File: config.mk
export PLATFORM = sky130hd
export DESIGN_NAME = rtop_core
export DESIGN_NICKNAME = d
export VERILOG_FILES = /design/src/rtop_pkg.sv /design/src/rtop_tone.sv /design/src/rtop_core.sv
export SDC_FILE = /design/constraint.sdc
export NUM_CORES = 1
export LEC_CHECK = 0
export BUFFER_PORTS_ARGS = -buffer_cell sky130_fd_sc_hd__buf_2
export CORE_MARGIN = 2
export CORE_UTILIZATION = 25
export DETAILED_ROUTE_END_ITERATION = 12
export SYNTH_ARGS = -nofsm -noshare
export SYNTH_HDL_FRONTEND = slang
export SYNTH_HIERARCHICAL = 1
export SYNTH_SLANG_ARGS = --single-unit
export TNS_END_PERCENT = 5
File: constraint.sdc
create_clock -name i_clk -period 1.7 [get_ports i_clk]
set_clock_uncertainty 0.05 [all_clocks]
set_input_delay 0 -clock i_clk [delete_from_list [all_inputs] [get_ports i_clk]]
set_output_delay 0 -clock i_clk [all_outputs]
set_load 0.005 [all_outputs]
File: src/rtop_pkg.sv
// package for the output pin and power-on defaults block
// assumes a single 125 MHz clock and plain control ports
package rtop_pkg;
	// ----------------------------------------
	// timing
	// ----------------------------------------
	localparam int CLK_HZ = 125000000;
	localparam int TEST_TONE_HZ = 512;
	// half period of the 512 Hz test tone in clock cycles
	localparam int TONE_HALF_CYC = CLK_HZ / (2 * TEST_TONE_HZ);
	localparam int TONE_CNT_W = 18;
	localparam logic [TONE_CNT_W-1:0] TONE_HALF_LAST = TONE_CNT_W'(TONE_HALF_CYC - 1);
	// ----------------------------------------
	// power-up defaults
	// ----------------------------------------
	localparam logic INIT_HALT = 1'b1;
	localparam logic INIT_LEVEL = 1'b0;
	localparam logic INIT_TEST = 1'b0;
	localparam logic INIT_FAIL = 1'b1;
	// power-up kind
	typedef enum logic [1:0] {
		RTOP_PWR_RUN = 2'b00,
		RTOP_PWR_FIRST = 2'b01,
		RTOP_PWR_BACKED = 2'b10
	} rtop_pwr_e;
	// control bits held by the block
	typedef struct packed {
		logic osc_halt_bit;
		logic out_level;
		logic freq_test_enable;
		logic osc_failure_flag;
	} rtop_ctrl_s;
	// software write request: one strobe per bit plus data
	typedef struct packed {
		logic wr_halt;
		logic wr_level;
		logic wr_test;
		logic wr_fail;
		rtop_ctrl_s data;
	} rtop_wr_s;
endpackage

File: src/rtop_tone.sv
// 512 Hz test tone generator
// assumes a free running 125 MHz clock; runs only while enabled
module rtop_tone
	import rtop_pkg::*;
(
	// clock and reset
	input wire logic i_clk,
	input wire logic i_rst_b,
	// control
	input wire logic i_en,
	// tone
	output logic o_tone
);
	logic [TONE_CNT_W-1:0] cnt;
	// ----------------------------------------
	// half period counter
	// ----------------------------------------
	// held at zero while disabled so each test burst starts phase aligned
	always_ff @(posedge i_clk) begin
		if (!i_rst_b || !i_en) begin
			cnt <= '0;
			o_tone <= 1'b0;
		end else if (cnt == TONE_HALF_LAST) begin
			cnt <= '0;
			o_tone <= ~o_tone;
		end else begin
			cnt <= cnt + 1'b1;
		end
	end
endmodule

File: src/rtop_core.sv
// output pin control and power-on defaults of the clock's control bits
// assumes one 125 MHz clock; bus engine outside supplies write strobes
module rtop_core
	import rtop_pkg::*;
(
	// clock and reset
	input wire logic i_clk,
	input wire logic i_rst_b,
	// power-up events, one-cycle pulses
	input wire logic i_first_power_up,
	input wire logic i_backed_power_up,
	// software writes from the bus engine
	input wire rtop_wr_s i_wr,
	// oscillator fault detector, level
	input wire logic i_osc_fault,
	// control bit state
	output rtop_ctrl_s o_ctrl,
	// combined pin, open drain
	output logic o_test_or_level_pin_out,
	output logic o_test_or_level_pin_oe,
	input wire logic i_test_or_level_pin_in
);
	rtop_ctrl_s ctrl;
	rtop_pwr_e pwr_kind;
	logic tone;
	logic tone_en;
	logic pin_low;
	logic [TONE_CNT_W-1:0] tone_age;

	// ----------------------------------------
	// power-up classification
	// ----------------------------------------
	// first power-up outranks a backed one if both appear together
	always_comb begin
		if (i_first_power_up) begin
			pwr_kind = RTOP_PWR_FIRST;
		end else if (i_backed_power_up) begin
			pwr_kind = RTOP_PWR_BACKED;
		end else begin
			pwr_kind = RTOP_PWR_RUN;
		end
	end

	// ----------------------------------------
	// control bits
	// ----------------------------------------
	// synchronous reset acts as a first power-up; other bits are not held here
	always_ff @(posedge i_clk) begin
		if (!i_rst_b) begin
			ctrl <= '{INIT_HALT, INIT_LEVEL, INIT_TEST, INIT_FAIL};
		end else begin
			case (pwr_kind)
				RTOP_PWR_FIRST: begin
					ctrl <= '{INIT_HALT, INIT_LEVEL, INIT_TEST, INIT_FAIL};
				end
				RTOP_PWR_BACKED: begin
					ctrl.freq_test_enable <= INIT_TEST;
				end
				RTOP_PWR_RUN: begin
					if (i_wr.wr_halt) begin
						ctrl.osc_halt_bit <= i_wr.data.osc_halt_bit;
					end
					if (i_wr.wr_level) begin
						ctrl.out_level <= i_wr.data.out_level;
					end
					if (i_wr.wr_test) begin
						ctrl.freq_test_enable <= i_wr.data.freq_test_enable;
					end
					// a fault in the same cycle as a clear wins, flag stays set
					if (i_osc_fault || ctrl.osc_halt_bit) begin
						ctrl.osc_failure_flag <= 1'b1;
					end else if (i_wr.wr_fail && !i_wr.data.osc_failure_flag) begin
						ctrl.osc_failure_flag <= 1'b0;
					end
				end
				default: begin
					ctrl <= ctrl;
				end
			endcase
		end
	end

	assign o_ctrl = ctrl;

	// ----------------------------------------
	// test tone
	// ----------------------------------------
	assign tone_en = ctrl.freq_test_enable && !ctrl.osc_halt_bit;

	rtop_tone u_tone (
		.i_clk(i_clk),
		.i_rst_b(i_rst_b),
		.i_en(tone_en),
		.o_tone(tone)
	);

	// ----------------------------------------
	// pin driver
	// ----------------------------------------
	// with test set but halted, the tone stops and the pin is released
	always_comb begin
		if (!ctrl.freq_test_enable) begin
			pin_low = !ctrl.out_level;
		end else begin
			pin_low = tone_en && !tone;
		end
	end

	// only ever sink; a high level comes from the external pull-up
	assign o_test_or_level_pin_out = 1'b0;
	assign o_test_or_level_pin_oe = pin_low;

	// ----------------------------------------
	// checks
	// ----------------------------------------
	property p_level_follow;
		@(posedge i_clk) disable iff (!i_rst_b)
		!ctrl.freq_test_enable |-> (o_test_or_level_pin_oe == !ctrl.out_level);
	endproperty
	a_level_follow: assert property (p_level_follow) else $error("pin not following level");

	property p_both_zero_low;
		@(posedge i_clk) disable iff (!i_rst_b)
		(!ctrl.out_level && !ctrl.freq_test_enable) |-> o_test_or_level_pin_oe;
	endproperty
	a_both_zero_low: assert property (p_both_zero_low) else $error("pin not pulled low");

	property p_never_high;
		@(posedge i_clk) disable iff (!i_rst_b)
		o_test_or_level_pin_out == 1'b0;
	endproperty
	a_never_high: assert property (p_never_high) else $error("pin driven high");

	property p_first_defaults;
		@(posedge i_clk) disable iff (!i_rst_b)
		i_first_power_up |=> (ctrl.osc_halt_bit && !ctrl.out_level
			&& !ctrl.freq_test_enable && ctrl.osc_failure_flag);
	endproperty
	a_first_defaults: assert property (p_first_defaults) else $error("bad first defaults");

	property p_backed_keep;
		@(posedge i_clk) disable iff (!i_rst_b)
		(i_backed_power_up && !i_first_power_up) |=> (!ctrl.freq_test_enable
			&& ctrl.osc_halt_bit == $past(ctrl.osc_halt_bit)
			&& ctrl.out_level == $past(ctrl.out_level)
			&& ctrl.osc_failure_flag == $past(ctrl.osc_failure_flag));
	endproperty
	a_backed_keep: assert property (p_backed_keep) else $error("bad backed power-up");

	property p_tone_toggles;
		@(posedge i_clk) disable iff (!i_rst_b)
		(tone_en && $rose(tone)) |-> ##1 (tone || !tone_en);
	endproperty
	a_tone_toggles: assert property (p_tone_toggles) else $error("tone glitch");

	property p_tone_release;
		@(posedge i_clk) disable iff (!i_rst_b)
		(ctrl.freq_test_enable && ctrl.osc_halt_bit) |-> !o_test_or_level_pin_oe;
	endproperty
	a_tone_release: assert property (p_tone_release) else $error("halted tone drives");

	property p_fail_sticky;
		@(posedge i_clk) disable iff (!i_rst_b)
		(ctrl.osc_failure_flag && !i_first_power_up
			&& !(i_wr.wr_fail && !i_wr.data.osc_failure_flag)) |=> ctrl.osc_failure_flag;
	endproperty
	a_fail_sticky: assert property (p_fail_sticky) else $error("fail flag self-cleared");

	property p_fail_set;
		@(posedge i_clk) disable iff (!i_rst_b)
		(i_osc_fault && !i_backed_power_up) |=> ctrl.osc_failure_flag;
	endproperty
	a_fail_set: assert property (p_fail_set) else $error("fault did not set fail flag");

	property p_level_write;
		@(posedge i_clk) disable iff (!i_rst_b)
		(i_wr.wr_level && !i_first_power_up && !i_backed_power_up)
			|=> (ctrl.out_level == $past(i_wr.data.out_level));
	endproperty
	a_level_write: assert property (p_level_write) else $error("level write lost");

	property p_test_write;
		@(posedge i_clk) disable iff (!i_rst_b)
		(i_wr.wr_test && !i_first_power_up && !i_backed_power_up)
			|=> (ctrl.freq_test_enable == $past(i_wr.data.freq_test_enable));
	endproperty
	a_test_write: assert property (p_test_write) else $error("test write lost");

	property p_pin_reads_low;
		@(posedge i_clk) disable iff (!i_rst_b)
		o_test_or_level_pin_oe |-> !i_test_or_level_pin_in;
	endproperty
	a_pin_reads_low: assert property (p_pin_reads_low) else $error("sunk pin reads high");

	// ----------------------------------------
	// tone period checks
	// ----------------------------------------
	// cycles the tone has stood since it was enabled or last flipped;
	// a full half period is too long for the bench, so it is checked here
	always_ff @(posedge i_clk) begin
		if (!i_rst_b || !tone_en) begin
			tone_age <= '0;
		end else if (tone_age == TONE_HALF_LAST) begin
			tone_age <= '0;
		end else begin
			tone_age <= tone_age + 1'b1;
		end
	end

	property p_tone_hold;
		@(posedge i_clk) disable iff (!i_rst_b)
		(tone_en && tone_age != TONE_HALF_LAST) |=> (!tone_en || $stable(tone));
	endproperty
	a_tone_hold: assert property (p_tone_hold) else $error("tone flipped early");

	property p_tone_flip;
		@(posedge i_clk) disable iff (!i_rst_b)
		(tone_en && tone_age == TONE_HALF_LAST) |=> $changed(tone);
	endproperty
	a_tone_flip: assert property (p_tone_flip) else $error("tone missed its flip");
endmodule

==> flow_summary.yaml <==
layout:
  antennaDiodeCount: 0
  syn2layout_area_growth_pct: 41.1
  drive_above_1_share: 0.296
  n_fill_cell: 420
  fin_nets: 186
  postLayoutCoreUtil: 0.372
worst_setup_path:
  crit_slowest_cell: "or4b_1"
  path_cells: "or4b_1 -> or3_4 -> or4_1 -> nand2_1"
  cp-end-kind: "flip-flop"
  critPathMaxFanout: 3
  critPathTopFamily: "simple AND/OR/NAND/NOR gates"
  max_stage_delay_ns: 0.50
  crit_type: "reg -> reg"
  cp-start-kind: "flip-flop"
  cp.arrival_ns: 1.90
  cp.required_ns: 1.86
  cp.buffers_inverters: 0
global_routing:
  grt_pass1_wl_um: 4170
  grt_pass1_vias: 935
  grt_overflow_total: 0
  grt_start_max_net_pins: 13
  grtUsageTotal: 0.103
  antenna_found_initial: 0
detailed_routing:
  vias_per_cell: 4.49
  drt-pass1-iter-count: 4
  first_iter_violations: 25
  ant_nets: 0
  num_vias: 983
  wl_um: 2240
  route.detailed.drc: 0
  wire_per_inst_um: 10.2
power_and_ir_drop:
  p_int_mw: 0.735
  pwr-share-seq: 0.590
  switchingPower_mw: 0.182
  combPwrFrac: 0.047
  switching_share: 0.199
  power_frac_clock: 0.363
  vdd_ir_drop_max_uv: 416
  p_per_area_mw_per_mm2: 608
  cellLeakagePower_nw: 0.525
clocking:
  clock_latency_ns: 0.26
  cts.clk_slew.worst_paths_ns: 0.08
  tritoncts: "done"
  clock_sinks: 23
  root_buffer: "clkbuf_8"
  cts_buffer_depth: 2
  htree_levels: 1
  numCtsBuffers: 3
outcome:
  violations: "setup timing"
  outcome: "finished, violations left"
floorplan:
  dieArea_mm2: 0.00482
  die_y_um: 69.4
  io_pins: 20
  core-area_mm2: 0.00406
  die_w_um: 69.4
  rows: 23
  initial_utilization: 0.264
placement:
  dp_worst_setup_slack_ns: -0.0242
  port_buffers: 17
  gp_congestion: 0.756
  hpwl_um: 1730
sta:
  slew_viol_final: 0
  setup_viol: 1
  hold_viol_final: 0
  final.setup.worst_slack_ns: -0.0407
  rsz0062_at_grt: "yes"
  fin_crit_sh: 1.02
  fin_crit_ns: 1.74
  fmax_ghz: 0.574
yosys:
  ys_seq_area_frac: 0.430
  syn_area_mm2: 0.00107
  synth_edf_count: 0
  syn_avg_cell_area_um2: 8.84
  synthCells: 121
  synth_nets: 137
  yosys-top-cells-count: "dfxtp_1, nor2_1, xnor2_1"
  yosys_most_used_dff: "dfxtp_1"
  yosys_warnings: 6
  yosysTopAreaCellShare: 0.430
  ys_types: 30
  yosys.area.top_type: "dfxtp_1"
  yosys-top-cells-area: "dfxtp_1, xnor2_1, nor2_1, nand3_1, nor4_1"
  synth-seq-cells: 23
  synthArstFlopShare: 0
job:
  max-cap-violations: 0
worst_hold_path:
  min_path_type: "in -> reg"
final cells by class:
type                       instances  area, um^2  share of cell area
sequential                        23         463               0.307
multi-input combinational         91         589               0.391
clock buffer                       4        45.0              0.0299
tap                               50        62.6              0.0415
inverter                           5        18.8              0.0124
timing repair buffer              46         330               0.219
routing by layer:
| metal | up-vias | part of all wire | track usage |
|---|---|---|---|
| met5 | - | 0 | 0 |
| met4 | 0 | 0.0031 | 0.0131 |
| met3 | 2 | 0.055 | 0.0320 |
| met2 | 25 | 0.44 | 0.161 |
| met1 | 446 | 0.50 | 0.143 |
| li1 | 510 | - | - |
state kept, by name (all words and copies together), names as in the netlist:
name and flops:
u_tone/o_tone 1, u_tone/cnt 18, o_ctrl 4
final timing paths:
path	start	to	slack (ns)	cells after the start
worst max-delay path	u_tone/cnt[5]	u_tone/o_tone	-0.04	4
worst min-delay path	i_wr[1]	o_ctrl[1]	0.01	3
worst max register to register	u_tone/cnt[5]	u_tone/o_tone	-0.04	4
worst min register to register	u_tone/cnt[0]	u_tone/cnt[0]	0.38	1
worst reg2reg max path, cell delays in order, from the launching register on:
cell and delay [ns]:
dfxtp_1 0.31, or4b_1 0.50, or3_4 0.36, or4_1 0.40, nand2_1 0.07
per-stage QoR:
| step | hold WS, ns | setup TNS, ns | total power, mW | cell area, um^2 | cells |
|---|---|---|---|---|---|
| 2_1_floorplan | 0.0293 | -0.336 | 0.568 | 1080 | 121 |
| 3_3_place_gp | 0.164 | -0.0216 | 0.586 | 1370 | 207 |
| 3_5_place_dp | 0.168 | -0.0356 | 0.586 | 1370 | 207 |
| 4_1_cts | 0.0255 | -0.0475 | 0.931 | 1500 | 219 |
| 5_1_grt | 0.0147 | -0.949 | 0.964 | 1510 | 219 |
| 6_report | 0.0112 | -0.0407 | 0.917 | 1510 | 219 |
layout by cell type, fill, tap and decap left out:
cell,netlist,final
nor2_1,23,23
dfxtp_1,23,21
buf_4,2,19
buf_2,0,17
xnor2_1,13,13
dlygate4sd3_1,0,8
nand2_1,6,6
nand3_1,7,6
inv_1,5,5
nor4_1,5,5
nor3_1,4,4
nand4_1,4,4
mux2i_1,3,3
clkbuf_8,0,3
nor2b_1,2,2
nand2b_1,2,2
nor2b_2,2,2
o31ai_1,2,2
or4_1,2,2
a21oi_1,2,2
dfxtp_2,0,2
buf_6,0,2
o21ai_0,1,1
o211ai_1,1,1
conb_1,1,1
clkbuf_1,0,1
nor4b_2,0,1
or4b_1,1,1
or3_4,1,1
o21bai_4,1,1
xor2_1,1,1
nand3_2,0,1
or3_1,1,1
o2111ai_1,1,1
and3_1,1,1
and4_1,1,1
ha_1,2,1
ha_2,0,1
logic make-up (layout without fill, tap and decap cells):
family                   Yosys count  in the layout  share of synthesized area
buffers and inverters              7             55                     0.0316
AO/OA/AOI/OAI                      8              8                     0.0608
adder cells (fa/ha/maj)            2              2                     0.0234
XOR/XNOR                          14             14                      0.115
flip-flops                        23             23                      0.430
other                              1              1                    0.00351
AND/OR/NAND/NOR                   63             63                      0.308
multiplexers                       3              3                     0.0281
power groups by stage:
stage	Sequential, mW	Combinational (mW)	Clock [mW]
floorplan	0.554	0.0138	0
global placement	0.554	0.0320	0
detailed placement	0.554	0.0321	0
CTS	0.541	0.0431	0.347
global route	0.542	0.0478	0.374
finish	0.541	0.0429	0.333
what timing repair did:
item / CTS / global route
gates cloned: 0 / 0
setup buffers: 0 / 0
endpoints found under the setup margin: 3 / 18
gates resized for setup: 3 / 3
hold buffers: 8 / 0
endpoints found under the hold margin: 5 / 0
pin swaps: 0 / 1
Power figures use the tool's default switching activity.
